**src/rtl/psup_pkg.sv**
```systemverilog
// Package with constants and carrier types for the processor supervisor.
package psup_pkg;

   // Clock rate of ref_clk in Hz.
   localparam int unsigned CLK_HZ = 10000000;

   // Reset hold, debounce and watchdog periods in milliseconds.
   localparam int unsigned HOLD_MS = 250;
   localparam int unsigned WD_SHORT_MS = 250;
   localparam int unsigned WD_MID_MS = 500;
   localparam int unsigned WD_LONG_MS = 1000;

   // Cycle counts derived from the periods; all exceed 4096, so the top module exposes them as parameters.
   localparam int unsigned HOLD_CYC = HOLD_MS * (CLK_HZ / 1000);
   localparam int unsigned WD_SHORT_CYC = WD_SHORT_MS * (CLK_HZ / 1000);
   localparam int unsigned WD_MID_CYC = WD_MID_MS * (CLK_HZ / 1000);
   localparam int unsigned WD_LONG_CYC = WD_LONG_MS * (CLK_HZ / 1000);

   // Counter width, wide enough for the longest period.
   localparam int unsigned CNT_W = 24;

   // Timeout-select field of the watchdog period register.
   localparam int unsigned TSEL_LSB_POS = 0;
   localparam int unsigned TSEL_MSB_POS = 1;
   localparam logic [1:0] TSEL_OFF = 2'h0;
   localparam logic [1:0] TSEL_250 = 2'h1;
   localparam logic [1:0] TSEL_500 = 2'h2;
   localparam logic [1:0] TSEL_1000 = 2'h3;
   localparam logic [7:0] WDREG_RESET = 8'h03;
   localparam logic [7:0] WDREG_MASK = 8'h03;

   // Reset sequencer states.
   typedef enum logic [2:0] {
      PSUP_IDLE,
      PSUP_PWR_FAIL,
      PSUP_PWR_HOLD,
      PSUP_OSC_WAIT,
      PSUP_DEBOUNCE,
      PSUP_WAIT_REL,
      PSUP_HOLD
   } psup_state_e;

   // Register write port carrier.
   typedef struct packed {
      logic       we;
      logic [7:0] wdata;
   } psup_regwr_s;

   // Reset line pin carrier: output level and output enable.
   typedef struct packed {
      logic o;
      logic oe;
   } psup_pin_s;

endpackage

```
**src/rtl/psup_supervisor.sv**
```systemverilog
// Processor supervisor: power-fail reset, pushbutton debounce and watchdog on one reset line.
//
// How it works
// - Supply fail forces reset active.
// - Hold reset 250 ms after supply returns.
// - Oscillator disabled adds oscillator start time.
// - Falling edge on idle line: drive low.
// - After 250 ms debounce, await line release.
// - On release drive low another 250 ms.
// - Missing strobe within timeout asserts reset.
// - Select codes: off, 250, 500, 1000 ms.
// - Watchdog counts once reset goes inactive.
// - Watchdog defaults enabled at 1000 ms.
// - Strobe falling edge restarts full period.
// - Watchdog expiry gives 250 ms reset.
// - Oscillator disable stops oscillator, enters standby, only while supply fails.
`timescale 1ns/1ns
// Period lengths are parameters so that a bench can run them in a few cycles.
module psup_supervisor #(
   parameter int unsigned HOLD_CYC     = psup_pkg::HOLD_CYC,
   parameter int unsigned WD_SHORT_CYC = psup_pkg::WD_SHORT_CYC,
   parameter int unsigned WD_MID_CYC   = psup_pkg::WD_MID_CYC,
   parameter int unsigned WD_LONG_CYC  = psup_pkg::WD_LONG_CYC
) (
   input  wire logic                  ref_clk,
   input  wire logic                  rst,
   input  wire logic                  clk_en,
   input  wire logic                  supply_fail,
   input  wire logic                  osc_ready,
   input  wire logic                  watchdog_strobe,
   input  wire logic                  rst_line_i,
   output psup_pkg::psup_pin_s        rst_line,
   input  wire psup_pkg::psup_regwr_s wd_reg_wr,
   output logic [7:0]                 wd_reg_rdata,
   input  wire logic                  oscillator_disable,
   output logic                       osc_stop,
   output logic                       standby,
   output logic                       reset_active
);

   // Sequencer state and its shared period counter.
   psup_pkg::psup_state_e state_q, state_d;
   logic [psup_pkg::CNT_W-1:0] cnt_q, cnt_d;
   // Watchdog countdown, separate so it can run while the sequencer idles.
   logic [psup_pkg::CNT_W-1:0] wd_cnt_q, wd_cnt_d;
   // Timeout-select register bits.
   // Only two bits are stored; the rest of the register reads as zero.
   logic [1:0]                 tsel_q;
   // Previous samples of the reset line and the strobe, for edge detection.
   logic                       line_prev_q;
   logic                       strobe_prev_q;

   // Cycle counts narrowed to counter width once, here.
   // The power hold, the debounce and the expiry reset share one length.
   wire [psup_pkg::CNT_W-1:0] hold_last   = psup_pkg::CNT_W'(HOLD_CYC - 1);
   // Selected watchdog period; code zero never reaches the counter.
   wire [psup_pkg::CNT_W-1:0] wd_period   = (tsel_q == psup_pkg::TSEL_250) ? psup_pkg::CNT_W'(WD_SHORT_CYC) :
                                            (tsel_q == psup_pkg::TSEL_500) ? psup_pkg::CNT_W'(WD_MID_CYC) :
                                            psup_pkg::CNT_W'(WD_LONG_CYC);
   wire                       wd_enabled  = (tsel_q != psup_pkg::TSEL_OFF);
   // Any state but idle is a reset cycle, the release wait included.
   wire                       in_reset    = (state_q != psup_pkg::PSUP_IDLE);
   // Edge detectors compare the last two samples of each pin.
   wire                       line_fall   = line_prev_q & ~rst_line_i;
   wire                       line_rise   = ~line_prev_q & rst_line_i;
   wire                       strobe_fall = strobe_prev_q & ~watchdog_strobe;
   wire                       hold_done   = (cnt_q == hold_last);
   // Expiry is taken at a count of one, so the reset starts as the period ends.
   wire                       wd_expire   = wd_enabled && (wd_cnt_q == psup_pkg::CNT_W'(1));

   // The register reads back only the two select bits; the rest read as zero.
   assign wd_reg_rdata = {6'h00, tsel_q};
   // The line is driven low in every state but idle and the release wait, where the button holds it.
   // The pin is open drain: it only ever pulls low and never drives high.
   assign rst_line.o   = 1'b0;
   assign rst_line.oe  = in_reset && (state_q != psup_pkg::PSUP_WAIT_REL);
   // The reset_active output mirrors the sequencer, release wait included.
   assign reset_active = in_reset;
   // Oscillator stop and standby only take effect while the supply is failing, i.e. on battery.
   // On a good supply the oscillator keeps running whatever the control bit says.
   assign osc_stop     = oscillator_disable & supply_fail;
   assign standby      = oscillator_disable & supply_fail;

   // Sequencer next-state logic; supply fail overrides every other source.
   always_comb begin
      state_d = state_q;
      cnt_d   = cnt_q + psup_pkg::CNT_W'(1);
      case (state_q)
         // Idle: watch the line and the watchdog.
         psup_pkg::PSUP_IDLE: begin
            cnt_d = '0;
            // A button press wins over an expiry in the same cycle.
            if (line_fall) begin
               state_d = psup_pkg::PSUP_DEBOUNCE;
            end else if (wd_expire) begin
               state_d = psup_pkg::PSUP_HOLD;
            end
         end
         // Supply out of tolerance: reset held with no time limit.
         psup_pkg::PSUP_PWR_FAIL: begin
            cnt_d = '0;
            // Stay here for as long as the supply is bad.
            if (!supply_fail) begin
               state_d = psup_pkg::PSUP_PWR_HOLD;
            end
         end
         // Supply back: hold reset so that supply and processor settle.
         psup_pkg::PSUP_PWR_HOLD: begin
            // The hold ends after its full length has passed.
            if (hold_done) begin
               cnt_d   = '0;
               // With the oscillator disabled, wait further for it to start.
               state_d = oscillator_disable ? psup_pkg::PSUP_OSC_WAIT : psup_pkg::PSUP_IDLE;
            end
         end
         // Oscillator was stopped: extend the hold until it runs.
         psup_pkg::PSUP_OSC_WAIT: begin
            cnt_d = '0;
            // No time limit: a dead oscillator keeps the processor in reset.
            if (osc_ready) begin
               state_d = psup_pkg::PSUP_IDLE;
            end
         end
         // Button seen: pull the line low while contacts bounce.
         psup_pkg::PSUP_DEBOUNCE: begin
            // Bounces during this time are hidden by our own drive.
            if (hold_done) begin
               cnt_d = '0;
               // Sample the line: still low means the button is held.
               state_d = rst_line_i ? psup_pkg::PSUP_IDLE : psup_pkg::PSUP_WAIT_REL;
            end
         end
         // Button still held: let go of the line and wait.
         psup_pkg::PSUP_WAIT_REL: begin
            cnt_d = '0;
            // The button holds the line; its rising edge marks release.
            if (line_rise) begin
               state_d = psup_pkg::PSUP_HOLD;
            end
         end
         // Final hold after a release or a watchdog expiry.
         psup_pkg::PSUP_HOLD: begin
            // Let go of the line once the full hold length has passed.
            if (hold_done) begin
               cnt_d   = '0;
               state_d = psup_pkg::PSUP_IDLE;
            end
         end
         // Unused codes recover to idle.
         default: begin
            cnt_d   = '0;
            state_d = psup_pkg::PSUP_IDLE;
         end
      endcase
      // Supply fail is applied last so that it wins over every other source.
      // The counter stays cleared so the power hold starts from zero on return.
      if (supply_fail) begin
         cnt_d   = '0;
         state_d = psup_pkg::PSUP_PWR_FAIL;
      end
   end

   // Watchdog countdown: reload on strobe fall, cleared during reset.
   always_comb begin
      wd_cnt_d = wd_cnt_q;
      // Counting stops in reset, so a strobe seen there cannot shorten a later period.
      if (in_reset || !wd_enabled) begin
         wd_cnt_d = '0;
      // An empty count means the first idle cycle: load the full period.
      end else if (wd_cnt_q == '0 || strobe_fall) begin
         wd_cnt_d = wd_period;
      // Otherwise count down one cycle at a time.
      end else begin
         wd_cnt_d = wd_cnt_q - psup_pkg::CNT_W'(1);
      end
   end

   // Sequencer registers; reset comes up in power-fail so the hold runs from power-on.
   // A low clk_en holds every register, so all periods stretch with it.
   always_ff @(posedge ref_clk or posedge rst) begin
      if (rst) begin
         state_q <= psup_pkg::PSUP_PWR_FAIL;
         cnt_q   <= '0;
      end else if (clk_en) begin
         state_q <= state_d;
         cnt_q   <= cnt_d;
      end
   end

   // Watchdog counter register.
   // Cleared in reset, so the first idle cycle reloads the full period.
   always_ff @(posedge ref_clk or posedge rst) begin
      if (rst) begin
         wd_cnt_q <= '0;
      end else if (clk_en) begin
         wd_cnt_q <= wd_cnt_d;
      end
   end

   // Edge detector samples; the line idles high through its pullup.
   // Resetting to the idle level avoids a false edge after reset.
   always_ff @(posedge ref_clk or posedge rst) begin
      if (rst) begin
         line_prev_q   <= 1'b1;
         strobe_prev_q <= 1'b1;
      end else if (clk_en) begin
         line_prev_q   <= rst_line_i;
         strobe_prev_q <= watchdog_strobe;
      end
   end

   // Timeout-select register; defaults to the longest period, enabled.
   // Writes take only the two select bits; the upper bits are dropped.
   always_ff @(posedge ref_clk or posedge rst) begin
      if (rst) begin
         tsel_q <= psup_pkg::WDREG_RESET[1:0];
      end else if (clk_en && wd_reg_wr.we) begin
         tsel_q <= wd_reg_wr.wdata[psup_pkg::TSEL_MSB_POS:psup_pkg::TSEL_LSB_POS];
      end
   end

endmodule

```
**config.mk**
```make
export PLATFORM = sky130hd
export DESIGN_NAME = psup_supervisor
export DESIGN_NICKNAME = d
export VERILOG_FILES = /design/src/rtl/psup_pkg.sv /design/src/rtl/psup_supervisor.sv
export SDC_FILE = /design/constraint.sdc
export NUM_CORES = 1
export LEC_CHECK = 0
export BUFFER_PORTS_ARGS = -buffer_cell sky130_fd_sc_hd__buf_4
export CORE_MARGIN = 1.5
export CORE_UTILIZATION = 56
export CTS_BUF_LIST = sky130_fd_sc_hd__clkbuf_8
export CTS_CLUSTER_DIAMETER = 100
export DETAILED_ROUTE_END_ITERATION = 8
export GPL_ROUTABILITY_DRIVEN = 0
export PLACE_DENSITY_LB_ADDON = 0.2
export SLEW_MARGIN = 20
export SYNTH_ARGS = -nofsm -noshare
export SYNTH_HDL_FRONTEND = slang
export SYNTH_SLANG_ARGS = --single-unit
export TNS_END_PERCENT = 100
```
**constraint.sdc**
```tcl
create_clock -name ref_clk -period 2.35 [get_ports ref_clk]
set_input_delay 0.1175 -clock ref_clk [delete_from_list [all_inputs] [get_ports ref_clk]]
set_output_delay 0.1175 -clock ref_clk [all_outputs]
set_load 0.02 [all_outputs]
```
==> out/summary.txt <==
Synthesized area: 3545 um2
Die W: 82.56 um
Fmax: 439.1 MHz
Post-synth EDFFs: 0
Adder-cell share of the synthesized area: 0.02471
Type of origin of the critical path: flip-flop
Logic pwr share: 0.657
Ranking of synthesized cells by area: dfrtp_1 35%, xnor2_1 4.0%, dfstp_2 3.7%
ANT cells: 0
Post-layout min period: 2.277 ns
Critical Path Fanout Max: 5
CTS clk-pin slew, worst paths: 0.11 ns
Starting Density: 0.5882
Gr usage total: 0.2668
Placed cell areas: 3870 um2
Die height: 82.56 um
Hold crit path type: in2reg
Worst Setup End Kind: flip-flop
Initial antenna violation count: 0
Status: completed
Worst Max-Slew Pin Slew: 0.6100 ns
Top Ports: 30
Hold WS: 0.03264 ns
Initial detailed-routing violation count: 246
Vias in the first global route: 2,901
Met2 global-route usage: 0.4512
FF-to-FF End: wd_cnt_q[18]
GRT Residual Overflow: 0
Vias per Instance: 6.291
Synth Instances: 392
DR WL/cell: 16.85 um
Reg-to-Reg Start: wd_cnt_q[11]
Clock share of power: 0.097
Async S/R FF share, synth: 1.000
Pre-antenna DRT Iters: 5
Cells after DPL: 493
Full die area: 6816 um2
HPWL Detailed: 6.057 mm
Sw frac: 0.4567
Hold-critical path depth: 2
Largest area contributor in the netlist: dfrtp_1
Largest family of logic cells by synthesized area: simple AND/OR/NAND/NOR gates
XOR/XNOR Fraction of Synth Area: 0.04448
Setup total negative slack: 0 ns
Final-layout fill cell count: 518
Met1 usage: 0.3562
H-tree lvl count: 2
TritonCTS clock tree: built
Post-synth top flop: dfrtp_1
Post-Layout Cell Count: 506
Design area: 4028 um2
Complex-gate fraction of the synthesized area: 0.1740
First-pass GRT wire length: 13.83 mm
R2r setup slk: 0.07 ns
# nets final: 454
Lkg Pwr: 1.735 nW
Largest net degree at the start of global routing: 27
Clk_lat worst skew: 0.32 ns
Share of cells above drive strength 1: 0.2019
Final wirelength: 8.525 mm
Port Buffers: 16
Inserted Clock Buffers: 5
Post-synth top area share: 0.3530
Max-cap viol count: 0
Fin. max-slew vios: 0
VDD IR-drop max: 1041 uV
Ys Warns: 0
Final Worst Setup Slack: 0.07267 ns
ANT nets after route: 0
Row cnt: 28
Met3 Resource Use GR: 0.03626
Crit share post-route: 0.9691
DRC violations left: 0
Longest Clk Path Bufs: 2
Sequential area share after synthesis: 0.3900
Final setup fails: 0
Worst Reg-to-Reg Cells: 5
Distinct cell type count after synthesis: 62
Pwr dens: 1463 nW/um2
Switching pwr: 2.692 mW
RSZ-0062 raised after global routing: no
Area grow syn2layout: 13.63%
CP Data Arrival Time: 2.54 ns
Hold Crit Endpoint: tsel_q[0]
Seq pwr share: 0.245
Synth Register Bits: 55
Root Driver: clkbuf_8
Sink Count: 55
Grt peak-use layer: met2
Placement Setup Slack: 0.02881 ns
Internal power: 3.202 mW
Avg Inst Size Synth: 9.042 um2
Worst Skew: 0.009088 ns
Total number of vias: 3,183
HP Start: wd_reg_wr[0]
Final hold viol count: 0
Crit path required time: 2.61 ns
Mux cell area share after synthesis: 0.04165
Simple-gate area share of the yosys netlist: 0.2552
Crit path kind: reg2reg
Worst slew margin: 0.5927
Core Footprint: 6026 um2
-- final cells by class --
cell class / instances / area (um2) / share of cell area
Clock buffer: 6 / 82.58 / 0.02050
Clock inverter: 2 / 16.27 / 0.004039
Inverter: 21 / 78.83 / 0.01957
Multi-Input combinational cell: 296 / 1963 / 0.4874
Sequential cell: 55 / 1383 / 0.3433
Tap cell: 75 / 93.84 / 0.02330
Timing Repair Buffer: 51 / 410.4 / 0.1019
-- routing by layer --
layer	share of wire	vias up
met5	0	-
met4	0.017	0
met3	0.039	17
met2	0.49	91
met1	0.45	1554
li1	-	1521
-- layout by cell type (no fill, tap or decap), types with 4 or more instances in the layout --
cell | netlist | final
a21oi_1 | 7 | 6
a22o_1 | 6 | 6
a31oi_1 | 9 | 9
a32oi_1 | 4 | 4
and2_1 | 4 | 4
and4_1 | 4 | 4
buf_4 | 10 | 48
clkbuf_8 | 0 | 6
conb_1 | 1 | 7
dfrtp_1 | 50 | 50
dfstp_2 | 5 | 5
ha_1 | 7 | 7
inv_1 | 21 | 20
mux2_2 | 6 | 6
mux2i_1 | 8 | 8
nand2_1 | 26 | 26
nand2b_1 | 5 | 5
nand3_1 | 16 | 16
nand4_1 | 6 | 6
nor2_1 | 34 | 34
nor2b_1 | 4 | 4
nor3_1 | 14 | 14
nor4_1 | 19 | 18
o21a_1 | 4 | 4
o21ai_0 | 11 | 11
o221ai_1 | 4 | 4
o22ai_1 | 8 | 8
o2bb2ai_1 | 8 | 8
o31ai_1 | 8 | 8
or2_2 | 4 | 4
or3_1 | 7 | 7
or4_1 | 6 | 6
xnor2_1 | 16 | 16
-- flip-flops by register name, summed over array words and instances (netlist names) --
register       cells
wd_cnt_q          24
tsel_q             2
state_q            3
strobe_prev_q      1
line_prev_q        1
cnt_q             24
-- cell usage after synthesis, types with 7 or more instances --
| cell | number |
|---|---|
| xnor2_1 | 16 |
| o31ai_1 | 8 |
| o2bb2ai_1 | 8 |
| dfrtp_1 | 50 |
| inv_1 | 21 |
| buf_4 | 10 |
| clkbuf_1 | 11 |
| a21oi_1 | 7 |
| a31oi_1 | 9 |
| or3_1 | 7 |
| nand2_1 | 26 |
| o22ai_1 | 8 |
| nor2_1 | 34 |
| nor4_1 | 19 |
| o21ai_0 | 11 |
| mux2i_1 | 8 |
| nor3_1 | 14 |
| ha_1 | 7 |
| nand3_1 | 16 |
-- cells by family after synthesis --
logic type | count (synthesis)
AND/OR/NAND/NOR | 165
AO/OA/AOI/OAI | 85
flip-flops | 55
buffers and inverters | 47
XOR/XNOR | 18
multiplexers | 14
adder cells (fa/ha/maj) | 7
other | 1
-- per-stage QoR --
step	power, mW	util
floorplan	3.914	-
global placement	4.924	0.6422
detailed placement	5.001	0.6422
CTS	5.591	0.6603
global route	6.266	0.6684
finish	5.893	0.6684
-- worst max-delay path, stage by stage (launching register included) --
cell and delay [ns]:
dfrtp_1 0.39, or4_4 0.58, or3_1 0.38, or3_1 0.38
or4_1 0.40, nand3_1 0.10
-- timing repair --
action,in CTS,in global routing
setup buffers,0,4
gates cloned,0,0
pin swaps,1,3
endpoints found under the setup margin,1,11
hold buffers,1,0
hold endpoints to repair,22,0
resized for setup,0,3
-- worst max path at each step --
stage / startpoint / slack [ns] / endpoint
floorplan: wd_cnt_q[0] / 0.005 / wd_cnt_q[5]
global placement: wd_cnt_q[1] / 0.08 / wd_cnt_q[2]
detailed placement: wd_cnt_q[1] / 0.03 / wd_cnt_q[19]
CTS: wd_cnt_q[1] / 0.002 / wd_cnt_q[19]
global route: wd_cnt_q[11] / 0.005 / wd_cnt_q[18]
finish: wd_cnt_q[11] / 0.07 / wd_cnt_q[18]
-- power by group through the flow --
stage                     Sequential [mW]  Clock (mW)  Combinational [mW]
after floorplan                      1.39           0                2.53
after global placement               1.44           0                3.49
after detailed placement             1.44           0                3.56
after CTS                            1.43       0.585                3.58
after global routing                 1.48       0.616                4.17
final                                1.45       0.574                3.87
(Power assumes the default switching activity.)
